==> src/core/sfdp_pkg.sv <==
// Purpose: constants and carrier types for the discovery table responder
// Assumes: single-wire serial mode 0, three address bytes, eight dummy clocks
// Notes: table contents live in the responder module itself
package sfdp_pkg;

  localparam logic [7:0] SFDP_READ_OPCODE = 8'h5A;
  localparam logic [4:0] SFDP_OPCODE_BITS = 5'h08;
  localparam logic [4:0] SFDP_ADDR_BITS = 5'h18;
  localparam logic [4:0] SFDP_DUMMY_BITS = 5'h08;
  localparam logic [7:0] SFDP_BLANK_BYTE = 8'hFF;
  localparam logic [7:0] SFDP_SIZE_TOP_512M = 8'h1F;
  localparam logic [7:0] SFDP_SIZE_TOP_1G = 8'h3F;
  localparam logic [7:0] SFDP_CHIP_ERASE_512M = 8'hE3;
  localparam logic [7:0] SFDP_CHIP_ERASE_1G = 8'hE6;
  localparam logic [14:0] SFDP_TABLE_LIMIT = 15'h0000;

  typedef enum logic [4:0] {
    SFDP_ST_OPCODE = 5'b00001,
    SFDP_ST_ADDR = 5'b00010,
    SFDP_ST_DUMMY = 5'b00100,
    SFDP_ST_DATA = 5'b01000,
    SFDP_ST_IGNORE = 5'b10000
  } sfdp_state_t;

  typedef struct packed {
    logic sck;
    logic cs_n;
    logic si;
  } sfdp_pins_t;

endpackage : sfdp_pkg

==> src/core/sfdp_rom.sv <==
// Purpose: serial responder for the discovery parameter table of a quad serial flash
// Assumes: link clock well below a quarter of core_clk; pins are synchronised here
// Notes: unmapped table addresses answer FFh; the part size is a parameter
`timescale 1ns/100ps
`default_nettype none

// Contract
// table bytes 00h-03h return the signature S, F, D, P
// byte 04h returns minor revision 08h, byte 05h major revision 01h
// byte 06h returns header count 03h, zero based, four headers
// byte 07h returns FFh for the backward compatible access protocol
// header one: basic table ID 00h/FFh, rev 00h/01h, 14h DWORDs, at 0100h
// header two: ID 84h/FFh, rev 00h/01h, 02h DWORDs, at 0150h
// header three: ID 81h/FFh, rev 00h/01h, 16h DWORDs, at 1C8h
// header four: ID 87h/FFh, rev 00h/01h, 1Ch DWORDs, at 158h
// pointers are three bytes, low byte first, DWORD aligned
// byte 100h returns E7h
// byte 101h returns 20h and byte 103h returns FFh
// byte 102h returns FAh
// density DWORD zero based; top byte 1Fh for 512 Mb, 3Fh for 1 Gb
// bytes 108h, 109h return 48h and EBh
// bytes 10Ah, 10Bh return 08h and 6Bh
// bytes 10Ch-10Fh return 00h, FFh, 88h, BBh
// byte 110h FEh, 111h-115h and 117h FFh, 116h 00h
// bytes 118h-119h FFh, 11Ah 48h, 11Bh EBh
// erase types: 0Ch/20h, 00h/FFh, 00h/FFh, 12h/D8h
// bytes 124h-127h return 23h, FAh, FFh, 8Bh
// bytes 128h-12Ah 82h, E7h, FFh; 12Bh E3h or E6h by size
// bytes 12Ch, 12Dh return ECh and 23h
// bytes 130h-133h return 8Ah, 85h, 7Ah, 75h
// after the read command, ascending bytes, eight clocks each, until deselect
module sfdp_rom #(
  parameter bit GIG_PART = 1'b0
) (
  input wire logic core_clk,
  input wire logic rst,
  input wire logic spi_sck,
  input wire logic spi_cs_n,
  input wire logic spi_si,
  output logic spi_so,
  output logic spi_so_oe
);

  // two-stage synchronisers; stage one is read by stage two only
  sfdp_pkg::sfdp_pins_t pins_in;
  sfdp_pkg::sfdp_pins_t meta_reg;
  sfdp_pkg::sfdp_pins_t sync_reg;
  logic sck_prev_reg;

  assign pins_in = '{sck: spi_sck, cs_n: spi_cs_n, si: spi_si};

  always_ff @(posedge core_clk)
  begin
    if (rst)
    begin
      meta_reg <= '{sck: 1'b0, cs_n: 1'b1, si: 1'b0};
      sync_reg <= '{sck: 1'b0, cs_n: 1'b1, si: 1'b0};
      sck_prev_reg <= 1'b0;
    end
    else
    begin
      meta_reg <= pins_in;
      sync_reg <= meta_reg;
      sck_prev_reg <= sync_reg.sck;
    end
  end

  wire logic sck_rise = sync_reg.sck & ~sck_prev_reg;
  wire logic sck_fall = ~sync_reg.sck & sck_prev_reg;
  wire logic deselected = sync_reg.cs_n;

  // table contents
  function automatic logic [7:0] table_byte(input logic [23:0] a, input bit gig);
    logic [7:0] b;
    b = sfdp_pkg::SFDP_BLANK_BYTE;
    if (a[23:9] == sfdp_pkg::SFDP_TABLE_LIMIT)
    begin
      case (a[8:0])
        9'h000: b = 8'h53;
        9'h001: b = 8'h46;
        9'h002: b = 8'h44;
        9'h003: b = 8'h50;
        9'h004: b = 8'h08;
        9'h005: b = 8'h01;
        9'h006: b = 8'h03;
        9'h007: b = 8'hFF;
        9'h008: b = 8'h00;
        9'h009: b = 8'h00;
        9'h00A: b = 8'h01;
        9'h00B: b = 8'h14;
        9'h00C: b = 8'h00;
        9'h00D: b = 8'h01;
        9'h00E: b = 8'h00;
        9'h00F: b = 8'hFF;
        9'h010: b = 8'h84;
        9'h011: b = 8'h00;
        9'h012: b = 8'h01;
        9'h013: b = 8'h02;
        9'h014: b = 8'h50;
        9'h015: b = 8'h01;
        9'h016: b = 8'h00;
        9'h017: b = 8'hFF;
        9'h018: b = 8'h81;
        9'h019: b = 8'h00;
        9'h01A: b = 8'h01;
        9'h01B: b = 8'h16;
        9'h01C: b = 8'hC8;
        9'h01D: b = 8'h01;
        9'h01E: b = 8'h00;
        9'h01F: b = 8'hFF;
        9'h020: b = 8'h87;
        9'h021: b = 8'h00;
        9'h022: b = 8'h01;
        9'h023: b = 8'h1C;
        9'h024: b = 8'h58;
        9'h025: b = 8'h01;
        9'h026: b = 8'h00;
        9'h027: b = 8'hFF;
        9'h100: b = 8'hE7;
        9'h101: b = 8'h20;
        9'h102: b = 8'hFA;
        9'h103: b = 8'hFF;
        9'h104: b = 8'hFF;
        9'h105: b = 8'hFF;
        9'h106: b = 8'hFF;
        9'h107: b = gig ? sfdp_pkg::SFDP_SIZE_TOP_1G : sfdp_pkg::SFDP_SIZE_TOP_512M;
        9'h108: b = 8'h48;
        9'h109: b = 8'hEB;
        9'h10A: b = 8'h08;
        9'h10B: b = 8'h6B;
        9'h10C: b = 8'h00;
        9'h10D: b = 8'hFF;
        9'h10E: b = 8'h88;
        9'h10F: b = 8'hBB;
        9'h110: b = 8'hFE;
        9'h116: b = 8'h00;
        9'h11A: b = 8'h48;
        9'h11B: b = 8'hEB;
        9'h11C: b = 8'h0C;
        9'h11D: b = 8'h20;
        9'h11E: b = 8'h00;
        9'h120: b = 8'h00;
        9'h122: b = 8'h12;
        9'h123: b = 8'hD8;
        9'h124: b = 8'h23;
        9'h125: b = 8'hFA;
        9'h126: b = 8'hFF;
        9'h127: b = 8'h8B;
        9'h128: b = 8'h82;
        9'h129: b = 8'hE7;
        9'h12A: b = 8'hFF;
        9'h12B: b = gig ? sfdp_pkg::SFDP_CHIP_ERASE_1G : sfdp_pkg::SFDP_CHIP_ERASE_512M;
        9'h12C: b = 8'hEC;
        9'h12D: b = 8'h23;
        9'h12E: b = 8'h19;
        9'h12F: b = 8'h49;
        9'h130: b = 8'h8A;
        9'h131: b = 8'h85;
        9'h132: b = 8'h7A;
        9'h133: b = 8'h75;
        default: b = sfdp_pkg::SFDP_BLANK_BYTE;
      endcase
    end
    return b;
  endfunction : table_byte

  sfdp_pkg::sfdp_state_t state_reg;
  sfdp_pkg::sfdp_state_t state_next;
  logic [4:0] cnt_reg;
  logic [4:0] cnt_next;
  logic [23:0] shift_reg;
  logic [23:0] shift_next;
  logic [23:0] addr_reg;
  logic [23:0] addr_next;
  logic [2:0] bit_reg;
  logic [2:0] bit_next;
  logic so_reg;
  logic so_next;
  logic oe_reg;
  logic oe_next;

  wire logic [23:0] shift_in = {shift_reg[22:0], sync_reg.si};
  wire logic [7:0] rom_byte = table_byte(addr_reg, GIG_PART);
  wire logic data_phase = (state_reg == sfdp_pkg::SFDP_ST_DATA);
  wire logic last_bit = (bit_reg == 3'h7);
  wire logic [4:0] cnt_inc = cnt_reg + 5'h01;

  // serial front end: opcode, address, dummy, then streamed table data
  always_comb
  begin
    state_next = state_reg;
    cnt_next = cnt_reg;
    shift_next = shift_reg;
    addr_next = addr_reg;
    bit_next = bit_reg;
    so_next = so_reg;
    oe_next = oe_reg;
    if (deselected)
    begin
      // a frame ends only on deselect; the next frame starts from the opcode
      state_next = sfdp_pkg::SFDP_ST_OPCODE;
      cnt_next = 5'h00;
      bit_next = 3'h0;
      oe_next = 1'b0;
    end
    else if (sck_rise)
    begin
      case (state_reg)
        sfdp_pkg::SFDP_ST_OPCODE:
        begin
          shift_next = shift_in;
          cnt_next = cnt_inc;
          if (cnt_inc == sfdp_pkg::SFDP_OPCODE_BITS)
          begin
            cnt_next = 5'h00;
            state_next = (shift_in[7:0] == sfdp_pkg::SFDP_READ_OPCODE) ?
              sfdp_pkg::SFDP_ST_ADDR : sfdp_pkg::SFDP_ST_IGNORE;
          end
        end
        sfdp_pkg::SFDP_ST_ADDR:
        begin
          shift_next = shift_in;
          cnt_next = cnt_inc;
          if (cnt_inc == sfdp_pkg::SFDP_ADDR_BITS)
          begin
            cnt_next = 5'h00;
            addr_next = shift_in;
            state_next = sfdp_pkg::SFDP_ST_DUMMY;
          end
        end
        sfdp_pkg::SFDP_ST_DUMMY:
        begin
          cnt_next = cnt_inc;
          if (cnt_inc == sfdp_pkg::SFDP_DUMMY_BITS)
          begin
            cnt_next = 5'h00;
            bit_next = 3'h0;
            state_next = sfdp_pkg::SFDP_ST_DATA;
          end
        end
        sfdp_pkg::SFDP_ST_DATA: state_next = state_reg;
        sfdp_pkg::SFDP_ST_IGNORE: state_next = state_reg;
        default: state_next = sfdp_pkg::SFDP_ST_IGNORE;
      endcase
    end
    else if (sck_fall && data_phase)
    begin
      // msb first on the falling edge so the host samples on the next rise
      so_next = rom_byte[3'h7 - bit_reg];
      oe_next = 1'b1;
      bit_next = bit_reg + 3'h1;
      if (last_bit)
      begin
        addr_next = addr_reg + 24'h000001;
      end
    end
  end

  always_ff @(posedge core_clk)
  begin
    if (rst)
    begin
      state_reg <= sfdp_pkg::SFDP_ST_OPCODE;
      cnt_reg <= 5'h00;
      shift_reg <= 24'h000000;
      addr_reg <= 24'h000000;
      bit_reg <= 3'h0;
      so_reg <= 1'b0;
      oe_reg <= 1'b0;
    end
    else
    begin
      state_reg <= state_next;
      cnt_reg <= cnt_next;
      shift_reg <= shift_next;
      addr_reg <= addr_next;
      bit_reg <= bit_next;
      so_reg <= so_next;
      oe_reg <= oe_next;
    end
  end

  assign spi_so = so_reg;
  assign spi_so_oe = oe_reg;
endmodule : sfdp_rom

`default_nettype wire

==> config.mk <==
export PLATFORM = sky130hd
export DESIGN_NAME = sfdp_rom
export DESIGN_NICKNAME = d
export VERILOG_FILES = /design/src/core/sfdp_pkg.sv /design/src/core/sfdp_rom.sv
export SDC_FILE = /design/constraint.sdc
export NUM_CORES = 1
export LEC_CHECK = 0
export BUFFER_PORTS_ARGS = -buffer_cell sky130_fd_sc_hd__buf_2
export CAP_MARGIN = 20
export CORE_MARGIN = 1.5
export CORE_UTILIZATION = 30
export CTS_CLUSTER_DIAMETER = 100
export DETAILED_ROUTE_END_ITERATION = 16
export MAX_ROUTING_LAYER = met4
export SLEW_MARGIN = 5
export SYNTH_ARGS = -nofsm -noshare
export SYNTH_HDL_FRONTEND = slang
export SYNTH_SLANG_ARGS = --single-unit
==> constraint.sdc <==
create_clock -name core_clk -period 2.76 [get_ports core_clk]
set_input_delay 0.276 -clock core_clk [delete_from_list [all_inputs] [get_ports core_clk]]
set_output_delay 0.276 -clock core_clk [all_outputs]
set_load 0.05 [all_outputs]
==> qor.log, run 1 <==
INFO  outcome        outcome=completed
INFO  clock_network  clkLatencyLatePin=0.33ns
INFO  sta            top_achievable_clock_speed=384MHz
INFO  yosys          cell_types_with_the_largest_area_share_after_synthesis=sky130_fd_sc_hd__dfxtp_1 (30%), sky130_fd_sc_hd__nand2_1 (8.4%), sky130_fd_sc_hd__a21oi_1 (6.5%)
INFO  routing        routedWlPerCell=16.5µm
INFO  sta            hold_viol=0
INFO  worst_setup_path path_cells=nor4bb_1 > a22oi_1 > o211ai_1 > nor3_1 > a221o_1 > o211ai_2 > a32o_1
INFO  worst_setup_path crit_slowest_cell=sky130_fd_sc_hd__dfxtp_1
INFO  worst_setup_path cp.arrival=2.88ns
INFO  clock_network  clock_tree.buffer_depth=2
INFO  yosys          synth_top_family_by_area=simple AND/OR/NAND/NOR gates
INFO  grt            vias_in_the_first_global_route=4291
INFO  grt            first_pass_grt_wire_length=22000µm
INFO  yosys          synth-edff-count=0
INFO  min_path       hold_path.startpoint=spi_cs_n
INFO  floorplanning  start_util=31.0%
INFO  yosys          synthDominantAreaCellType=sky130_fd_sc_hd__dfxtp_1
INFO  sta            timing.slew.headroom=45.7%
INFO  sta            final_setup_vio_count=0
INFO  yosys          compound_gate_fraction_of_synth_area=26.6%
INFO  routing        vias_per_cell=5.76
INFO  grt            grt_antenna_before_repair=0
INFO  worst_setup_path regToRegEndpoint=spi_so
INFO  cells_and_area max_reg_flops=24
INFO  sta            min_tclk_post_route=2.61ns
INFO  run            max_cap_viol_count=0
INFO  yosys          synth.net_count=637
INFO  yosys          synth_simple_gate_area_share=32.9%
INFO  sta            layout_setup_ws=0.154ns
INFO  routing        num_vias=4720
INFO  cells_and_area layout-drive-gt1-share=13.1%
INFO  yosys          post_synth_instance_area=0.00454mm²
INFO  sta            fin_crit_sh=94.4%
INFO  yosys          synthDistinctLibCells=70
INFO  clock_network  tritoncts_num_sinks=69
INFO  min_path       worst_hold_path_type=in -> reg
INFO  clock_network  clk_pin_slew=0.05ns
INFO  worst_setup_path crit_path_max_incr_delay=0.81ns
INFO  yosys          synth.area.mux_share=1.35%
INFO  cells_and_area fillerInstances=1528
INFO  yosys          synth-main-ff-cell=sky130_fd_sc_hd__dfxtp_1
INFO  worst_setup_path timing.critical_path.from_type=flop
INFO  worst_setup_path critical_path_class=reg -> reg
INFO  floorplanning  fp.dieH=126µm
INFO  sta            hold-worst-slack=0.125ns
INFO  grt            grt_use_total=17.5%
INFO  placed_design  gpl.final_weighted_congestion=0.961
INFO  routing        finalWirelength=13500µm
INFO  sta            timing_max_transition_violations_final=0
INFO  routing        drt_first_pass_iters=5
INFO  clock_network  hold_bufs_inserted_after_cts=0
INFO  yosys          yosys.area_share.xor_xnor=0.966%
INFO  cells_and_area utilization=35.8%
INFO  worst_setup_path reg2reg_depth=7
INFO  clock_network  htree_levels=3
INFO  grt            grt_max_degree=47
INFO  yosys          synth_top_area_share=30.5%
INFO  min_path       depth_of_the_worst_hold_timing_path=2
INFO  routing        drc_errors=0
INFO  grt            overflow=0
INFO  cells_and_area syn2layout_area_growth=15.7%
INFO  power_and_ir_drop max-vdd-ir-drop=0.529mV
INFO  sta            setup_repair_after_global_routing_missed_its_margin=false
INFO  clock_network  cts_resized=0
INFO  worst_setup_path crit_end_category=flop
INFO  yosys          syn-instance-count=625
INFO  worst_setup_path rr_startpoint=addr_reg[8]
INFO  yosys          synth.yosys.seq_area_share=30.5%
INFO  sta            worst-slew-pin-transition=0.802ns
INFO  placed_design  pre_cts_ws=0.252ns
INFO  worst_setup_path critPathMaxFanout=23
INFO  cells_and_area antenna_cells_inserted=0
INFO  cells_and_area final_net_count=642
INFO  yosys          postSynth.asyncResetShare=0%
INFO  yosys          synthAdderAreaFrac=1.93%
INFO  yosys          postSynthAreaPerCell=7.26µm²
INFO  floorplanning  io_pins=7
INFO  floorplanning  floorplan.die_area=0.0159mm²
INFO  placed_design  port_buffers=6
INFO  worst_setup_path required=3.03ns
INFO  clock_network  cts_made_buffers=9
INFO  clock_network  cts_setup_buffers=0
INFO  floorplanning  floorplan.rows=44
INFO  clock_network  cts_root_buffer=sky130_fd_sc_hd__clkbuf_16
INFO  sta            timing.clock.skew=0.00741ns
INFO  min_path       min_to=meta_reg[1]
INFO  routing        drt.antenna.violating_nets=0
INFO  yosys          flip_flop_and_latch_count_after_synthesis=69
INFO  routing        dr.first_iter.drc_count=482
INFO  yosys          synthesis.yosys.warnings=0
INFO  clock_network  tritoncts=built
INFO  worst_setup_path reg2reg_slack=0.15ns
INFO  power_and_ir_drop power_density=448mW/mm²
INFO  floorplanning  fp.coreArea=0.0146mm²
INFO  floorplanning  die_w=126µm
INFO  sta            setup_tns_after_final_layout=0ns
INFO  power_and_ir_drop leakagePower=1.79nW
INFO  placed_design  dp.final_hpwl=9690µm
==> critical path, delay by kind of cell (launching register included) <==
family | cells | cell delay (ns)
compound gates | 5 | 0.99
simple gates | 2 | 0.73
flops | 1 | 0.81
==> metal layers <==
layer	vias up	wire length, µm	part of all wire [%]	GRT usage, %
met5	-	0	0	-
met2	159	6240	46	27.1
li1	2305	-	-	-
met1	2225	6170	46	22.6
met3	31	734	5.4	2.76
met4	0	398	2.9	7.91
==> power by group <==
group	switching [mW]	leakage (nW)	total, mW	internal (mW)
registers	0.00300	0.557	1.00	1.00
logic	0.0357	1.06	0.0499	0.0143
clock network	0.410	0.172	1.30	0.887
total	0.449	1.79	2.35	1.90
==> area by class of cell <==
class | count | area [µm²] | share of cell area (%)
inverter | 6 | 22.5 | 0.429
clock buffer | 13 | 280 | 5.34
timing repair buffer | 48 | 358 | 6.82
clock inverter | 3 | 65.1 | 1.24
sequential | 69 | 1380 | 26.3
tap | 184 | 230 | 4.39
multi-input combinational | 496 | 2910 | 55.4
==> cell usage in the layout (no fill, tap or decap), types with 9 or more instances in the layout <==
master / synthesis / layout
sky130_fd_sc_hd__and3_1: 10 / 10
sky130_fd_sc_hd__dfxtp_1: 69 / 69
sky130_fd_sc_hd__nor2b_1: 17 / 16
sky130_fd_sc_hd__nand3_1: 26 / 26
sky130_fd_sc_hd__nand4_1: 13 / 13
sky130_fd_sc_hd__nor2_1: 48 / 48
sky130_fd_sc_hd__a22oi_1: 14 / 14
sky130_fd_sc_hd__nand2_1: 102 / 102
sky130_fd_sc_hd__nor3_1: 17 / 16
sky130_fd_sc_hd__a21oi_1: 59 / 58
sky130_fd_sc_hd__buf_4: 1 / 41
sky130_fd_sc_hd__clkbuf_16: 0 / 9
sky130_fd_sc_hd__o21ai_0: 36 / 36
==> cell families (layout without fill, tap and decap cells) <==
kind of cell | after synthesis | in the layout
AO/OA/AOI/OAI | 185 | 185
XOR/XNOR | 5 | 5
adder cells (fa/ha/maj) | 7 | 7
buffers and inverters | 60 | 70
flip-flops | 69 | 69
multiplexers | 6 | 6
AND/OR/NAND/NOR | 293 | 293
==> stage by stage <==
stage	power [mW]	cells	cell area (µm²)
after global routing	2.43	819	5250
after global placement	1.07	803	4900
after detailed placement	1.08	803	4900
after CTS	2.38	819	5250
final	2.35	819	5250
after floorplan	1.06	625	4540
==> cells in the mapped netlist, types with 6 or more instances <==
master and instances:
sky130_fd_sc_hd__dfxtp_1 69, sky130_fd_sc_hd__o21ai_0 36, sky130_fd_sc_hd__buf_2 18, sky130_fd_sc_hd__o31ai_1 7, sky130_fd_sc_hd__nand2_1 102, sky130_fd_sc_hd__a21oi_1 59
sky130_fd_sc_hd__and2_1 7, sky130_fd_sc_hd__nor2_1 48, sky130_fd_sc_hd__nor2b_1 17, sky130_fd_sc_hd__a22oi_1 14, sky130_fd_sc_hd__and3_1 10, sky130_fd_sc_hd__clkbuf_1 32
sky130_fd_sc_hd__nor3_1 17, sky130_fd_sc_hd__inv_1 6, sky130_fd_sc_hd__nand3_1 26, sky130_fd_sc_hd__a211oi_1 6, sky130_fd_sc_hd__nor4_1 7, sky130_fd_sc_hd__nand4_1 13
sky130_fd_sc_hd__a31oi_1 7, sky130_fd_sc_hd__ha_1 7
==> worst max-delay path by stage <==
stage                         to        start
after floorplan           spi_so  addr_reg[0]
after global placement    spi_so  addr_reg[8]
after detailed placement  spi_so  addr_reg[1]
after CTS                 spi_so  addr_reg[8]
after global routing      spi_so  addr_reg[1]
final                     spi_so  addr_reg[8]
Note: power is estimated with default switching activity, not from simulation.
==> inputs of run 2 (changes only) <==
==> constraint.sdc (replaced) <==
create_clock -name core_clk -period 3.34 [get_ports core_clk]
set_input_delay 0.334 -clock core_clk [delete_from_list [all_inputs] [get_ports core_clk]]
set_output_delay 0.334 -clock core_clk [all_outputs]
set_load 0.05 [all_outputs]
==> qor.log, run 2 (synthesized netlist as in run 1, its figures left out) <==
INFO  placed_design  placed_standard_cell_area=0.00471mm²
INFO  sta            worst-slew-pin-transition=0.810ns
INFO  cells_and_area max_reg_flops=24
INFO  grt            grt_use_total=17.1%
INFO  routing        drt.antenna.violating_nets=0
INFO  worst_setup_path reg2reg_depth=7
INFO  routing        drc_errors=0
INFO  clock_network  cts_root_buffer=sky130_fd_sc_hd__clkbuf_16
INFO  clock_network  cts_made_buffers=9
INFO  grt            grt_antenna_before_repair=0
INFO  worst_setup_path crit_end_category=flop
INFO  grt            grt_max_degree=56
INFO  sta            fin_crit_sh=79.4%
INFO  outcome        outcome=completed
INFO  sta            timing_max_transition_violations_final=0
INFO  worst_setup_path cp.arrival=2.93ns
INFO  floorplanning  fp.dieH=126µm
INFO  min_path       depth_of_the_worst_hold_timing_path=2
INFO  sta            timing.clock.skew=0.00604ns
INFO  grt            vias_in_the_first_global_route=4282
INFO  power_and_ir_drop post-layout-total-power=1.76mW
INFO  run            max_cap_viol_count=0
INFO  sta            hold-worst-slack=0.177ns
INFO  worst_setup_path worst_setup_path_endpoint=spi_so
INFO  placed_design  gpl.final_weighted_congestion=0.999
INFO  worst_setup_path critPathMaxFanout=25
INFO  cells_and_area final_cell_mix=sky130_fd_sc_hd__nand2_1 (102), sky130_fd_sc_hd__dfxtp_1 (69), sky130_fd_sc_hd__a21oi_1 (58), sky130_fd_sc_hd__nor2_1 (48), sky130_fd_sc_hd__o21ai_0 (36)
INFO  worst_setup_path timing.critical_path.from=addr_reg[5]
INFO  power_and_ir_drop max-vdd-ir-drop=0.286mV
INFO  sta            timing.slew.headroom=45.2%
INFO  clock_network  htree_levels=3
INFO  sta            setup_repair_after_global_routing_missed_its_margin=false
INFO  sta            top_achievable_clock_speed=377MHz
INFO  floorplanning  floorplan.rows=44
INFO  clock_network  tritoncts=built
INFO  cells_and_area syn2layout_area_growth=9.90%
INFO  worst_setup_path critical_path_class=reg -> reg
INFO  clock_network  clk_pin_slew=0.06ns
INFO  power_and_ir_drop leakagePower=1.64nW
INFO  clock_network  clkLatencyLatePin=0.34ns
INFO  sta            min_tclk_post_route=2.65ns
INFO  routing        dr.first_iter.drc_count=394
INFO  cells_and_area finish.instance_area=0.00498mm²
INFO  sta            hold_viol=0
INFO  min_path       worst_hold_path_type=in -> reg
INFO  placed_design  pre_cts_ws=0.758ns
INFO  cells_and_area fin_cells=794
INFO  clock_network  tritoncts_num_sinks=69
INFO  routing        drt_first_pass_iters=5
INFO  floorplanning  floorplan.die_area=0.0159mm²
INFO  worst_setup_path timing.critical_path.from_type=flop
INFO  cells_and_area layout_commonest_cell=sky130_fd_sc_hd__nand2_1
INFO  floorplanning  die_w=126µm
INFO  grt            overflow=0
INFO  cells_and_area utilization=34.0%
INFO  grt            first_pass_grt_wire_length=21500µm
INFO  sta            setup_tns_after_final_layout=0ns
INFO  floorplanning  fp.coreArea=0.0146mm²
INFO  placed_design  port_buffers=6
INFO  routing        finalWirelength=12800µm
INFO  floorplanning  io_pins=7
INFO  clock_network  cts_setup_buffers=0
INFO  floorplanning  start_util=31.0%
INFO  clock_network  cts_resized=0
INFO  worst_setup_path required=3.62ns
INFO  placed_design  dp.final_hpwl=8930µm
INFO  routing        vias_per_cell=5.80
INFO  worst_setup_path regToRegEndpoint=spi_so
INFO  power_and_ir_drop power_density=352mW/mm²
INFO  placed_design  placed_cells_incl_taps=779
INFO  sta            final_setup_vio_count=0
INFO  worst_setup_path rr_startpoint=addr_reg[5]
INFO  cells_and_area final_net_count=618
INFO  worst_setup_path reg2reg_slack=0.69ns
INFO  routing        num_vias=4608
INFO  routing        routedWlPerCell=16.1µm
INFO  cells_and_area antenna_cells_inserted=0
INFO  sta            layout_setup_ws=0.687ns
INFO  clock_network  clock_tree.buffer_depth=2
INFO  cells_and_area layout-drive-gt1-share=9.51%
INFO  clock_network  hold_bufs_inserted_after_cts=0
==> run 2: cell count changes in the layout (fill, tap and decap cells not counted), sizes merged <==
cell	delta
buf	-24
clkinv	+3
clkbuf	-2
bufinv	-2
==> run 2: worst min-delay path by stage <==
stage / endpoint / start / slack (ns)
2_1_floorplan: deselected / meta_reg[1] / 0.39
3_3_place_gp: deselected / meta_reg[1] / 0.39
3_5_place_dp: deselected / meta_reg[1] / 0.40
4_1_cts: meta_reg[1] / spi_cs_n / 0.17
5_1_grt: meta_reg[1] / spi_cs_n / 0.18
6_report: meta_reg[1] / spi_cs_n / 0.18
==> run 2: cell type report <==
type,instances,area [µm²]
clock buffers,11,253
clock inverters,4,23.8
fillers,1578,9660
inverters,6,22.5
multi-input cells,496,2910
flip-flops and latches,69,1380
well taps,184,230
repair buffers,24,165
==> run 2: power breakdown <==
part | switching (mW) | internal (mW) | total (mW)
logic | 0.0286 | 0.0107 | 0.0393
registers | 0.00260 | 0.827 | 0.830
clock network | 0.351 | 0.535 | 0.886
total | 0.382 | 1.37 | 1.76
==> run 2: per-layer routing <==
metal,global-route usage (%),part of all wire (%),up-vias
li1,-,-,2244
met1,21.5,45,2166
met2,26.1,45,160
met3,2.68,5.4,38
met4,9.40,4.0,0
met5,-,0,-
==> run 2: worst max-delay path, cell delays in order (launching register included) <==
cell	delay, ns
sky130_fd_sc_hd__dfxtp_1	0.84
sky130_fd_sc_hd__nor4b_2	0.67
sky130_fd_sc_hd__a22oi_1	0.22
sky130_fd_sc_hd__o211ai_1	0.17
sky130_fd_sc_hd__nor3_1	0.08
sky130_fd_sc_hd__a221o_1	0.37
sky130_fd_sc_hd__o211ai_2	0.07
sky130_fd_sc_hd__a32o_1	0.16
==> inputs of run 3 (changes only) <==
==> constraint.sdc (replaced) <==
create_clock -name core_clk -period 2.4 [get_ports core_clk]
set_input_delay 0.24 -clock core_clk [delete_from_list [all_inputs] [get_ports core_clk]]
set_output_delay 0.24 -clock core_clk [all_outputs]
set_load 0.05 [all_outputs]
==> qor.log, run 3 (synthesized netlist as in run 1, its figures left out) <==
INFO  sta            timing.clock.skew=0.00727ns
INFO  grt            first_pass_grt_wire_length=23900µm
INFO  run            max_cap_viol_count=0
INFO  routing        finalWirelength=14300µm
INFO  worst_setup_path critical_path.n_buffers_inverters=2
INFO  worst_setup_path timing.critical_path.from_type=flop
INFO  clock_network  cts_setup_buffers=0
INFO  routing        dr_wl_met2=6720µm
INFO  clock_network  htree_levels=3
INFO  min_path       worst_hold_path_type=in -> reg
INFO  cells_and_area layout_commonest_cell=sky130_fd_sc_hd__nand2_1
INFO  sta            worst-slew-pin-transition=0.809ns
INFO  worst_setup_path critPathMaxFanout=12
INFO  floorplanning  floorplan.die_area=0.0159mm²
INFO  cells_and_area layout-drive-gt1-share=20.3%
INFO  clock_network  cts_made_buffers=9
INFO  clock_network  clkLatencyLatePin=0.33ns
INFO  worst_setup_path critical_path.top_delay_family=compound AO/OA/AOI/OAI gates
INFO  routing        met1_length=6450µm
INFO  sta            setup_repair_after_global_routing_missed_its_margin=true
INFO  sta            top_achievable_clock_speed=431MHz
INFO  sta            hold_viol=0
INFO  sta            timing.slew.headroom=46.1%
INFO  grt            vias_in_the_first_global_route=4690
INFO  power_and_ir_drop post-layout-total-power=2.43mW
INFO  placed_design  port_buffers=6
INFO  routing        vias_per_cell=5.66
INFO  floorplanning  io_pins=7
INFO  cells_and_area antenna_cells_inserted=0
INFO  cells_and_area syn2layout_area_growth=22.8%
INFO  routing        routedWlPerCell=16.6µm
INFO  power_and_ir_drop max-vdd-ir-drop=0.452mV
INFO  floorplanning  fp.coreArea=0.0146mm²
INFO  worst_setup_path cp.arrival=2.54ns
INFO  grt            grt_antenna_before_repair=0
INFO  routing        drc_errors=0
INFO  sta            setup_tns_after_final_layout=0ns
INFO  placed_design  dp.final_hpwl=10600µm
INFO  outcome        outcome=completed
INFO  worst_setup_path crit_end_category=flop
INFO  sta            hold-worst-slack=0.0943ns
INFO  grt            grt_max_degree=55
INFO  routing        dr.first_iter.drc_count=480
INFO  routing        drt.antenna.violating_nets=0
INFO  sta            fin_crit_sh=96.7%
INFO  clock_network  tritoncts=built
INFO  worst_setup_path crit_slowest_cell=sky130_fd_sc_hd__dfxtp_1
INFO  power_and_ir_drop power_density=437mW/mm²
INFO  worst_setup_path path_cells=inv_1 > ha_2 > and4_1 > a22oi_1 > o211ai_1 > buf_4 > nor4_1 > nor3_1 > a32o_1
INFO  routing        num_vias=4886
INFO  clock_network  clk_pin_slew=0.06ns
INFO  placed_design  gpl.final_weighted_congestion=0.889
INFO  sta            timing_max_transition_violations_final=0
INFO  floorplanning  die_w=126µm
INFO  routing        drt_first_pass_iters=5
INFO  routing        top_layer=met4
INFO  floorplanning  fp.dieH=126µm
INFO  cells_and_area final_cell_mix=sky130_fd_sc_hd__nand2_1 (102), sky130_fd_sc_hd__buf_4 (86), sky130_fd_sc_hd__dfxtp_1 (66), sky130_fd_sc_hd__a21oi_1 (58), sky130_fd_sc_hd__nor2_1 (48)
INFO  sta            min_tclk_post_route=2.32ns
INFO  clock_network  tritoncts_num_sinks=69
INFO  cells_and_area max_reg_flops=24
INFO  clock_network  clock_tree.buffer_depth=2
INFO  routing        met3_wirelength=681µm
INFO  worst_setup_path critical_path_class=reg -> reg
INFO  grt            grt_use_total=19.0%
INFO  grt            overflow=0
INFO  power_and_ir_drop leakagePower=1.99nW
INFO  floorplanning  start_util=31.0%
INFO  floorplanning  floorplan.rows=44
INFO  cells_and_area final_net_count=687
INFO  sta            final_setup_vio_count=0
INFO  cells_and_area utilization=38.0%
INFO  clock_network  cts_root_buffer=sky130_fd_sc_hd__clkbuf_16
INFO  worst_setup_path required=2.62ns
INFO  worst_setup_path crit_path_max_incr_delay=0.34ns
-- run 3: repair_timing --
item	in CTS	in global routing
setup endpoints to repair	1	3
cloned	0	0
resized for setup	1	11
hold buffers	0	0
-- run 3: worst reg2reg max path: cells and delay by family, from the launching register on --
kind,cells,cell delay [ns]
AOI/OAI and AO/OA,3,0.73
adders and majority gates,1,0.29
buffers and inverters,2,0.25
DFF,1,0.34
and+or+nand+nor,3,0.60
-- run 3: metal layers --
layer | global-route usage [%] | vias to the layer above
li1 | - | 2390
met2 | 30.5 | 144
met4 | 8.79 | 0
met5 | - | -
met1 | 24.2 | 2323
met3 | 1.83 | 29
-- run 3: worst paths after layout --
kind | from | end | slack (ns) | cells after the start
min | spi_cs_n | meta_reg[1] | 0.09 | 2
min reg2reg | meta_reg[1] | deselected | 0.42 | 1
max | addr_reg[0] | spi_so | 0.08 | 9
max reg2reg | addr_reg[0] | spi_so | 0.08 | 9
-- run 3: power by group --
group          internal (mW)  total (mW)  switching (mW)
registers               1.15        1.15         0.00365
logic                 0.0174      0.0584          0.0410
clock network          0.749        1.22           0.471
-- run 3: cell type report --
cell class	instances	area (µm²)
tap	184	230
fill	1523	9080
timing repair buffer	93	696
sequential	69	1390
inverter	6	22.5
clock inverter	3	21.3
clock buffer	12	256
multi-input combinational	496	2960
-- run 3: per-stage QoR --
stage	std cells	area [µm²]	worst slack, ns
after floorplan	625	4540	0.185
after global placement	848	5240	-0.0258
after detailed placement	848	5240	-0.0588
after CTS	863	5520	0.00996
after global routing	863	5570	-0.0284
final	863	5570	0.0803
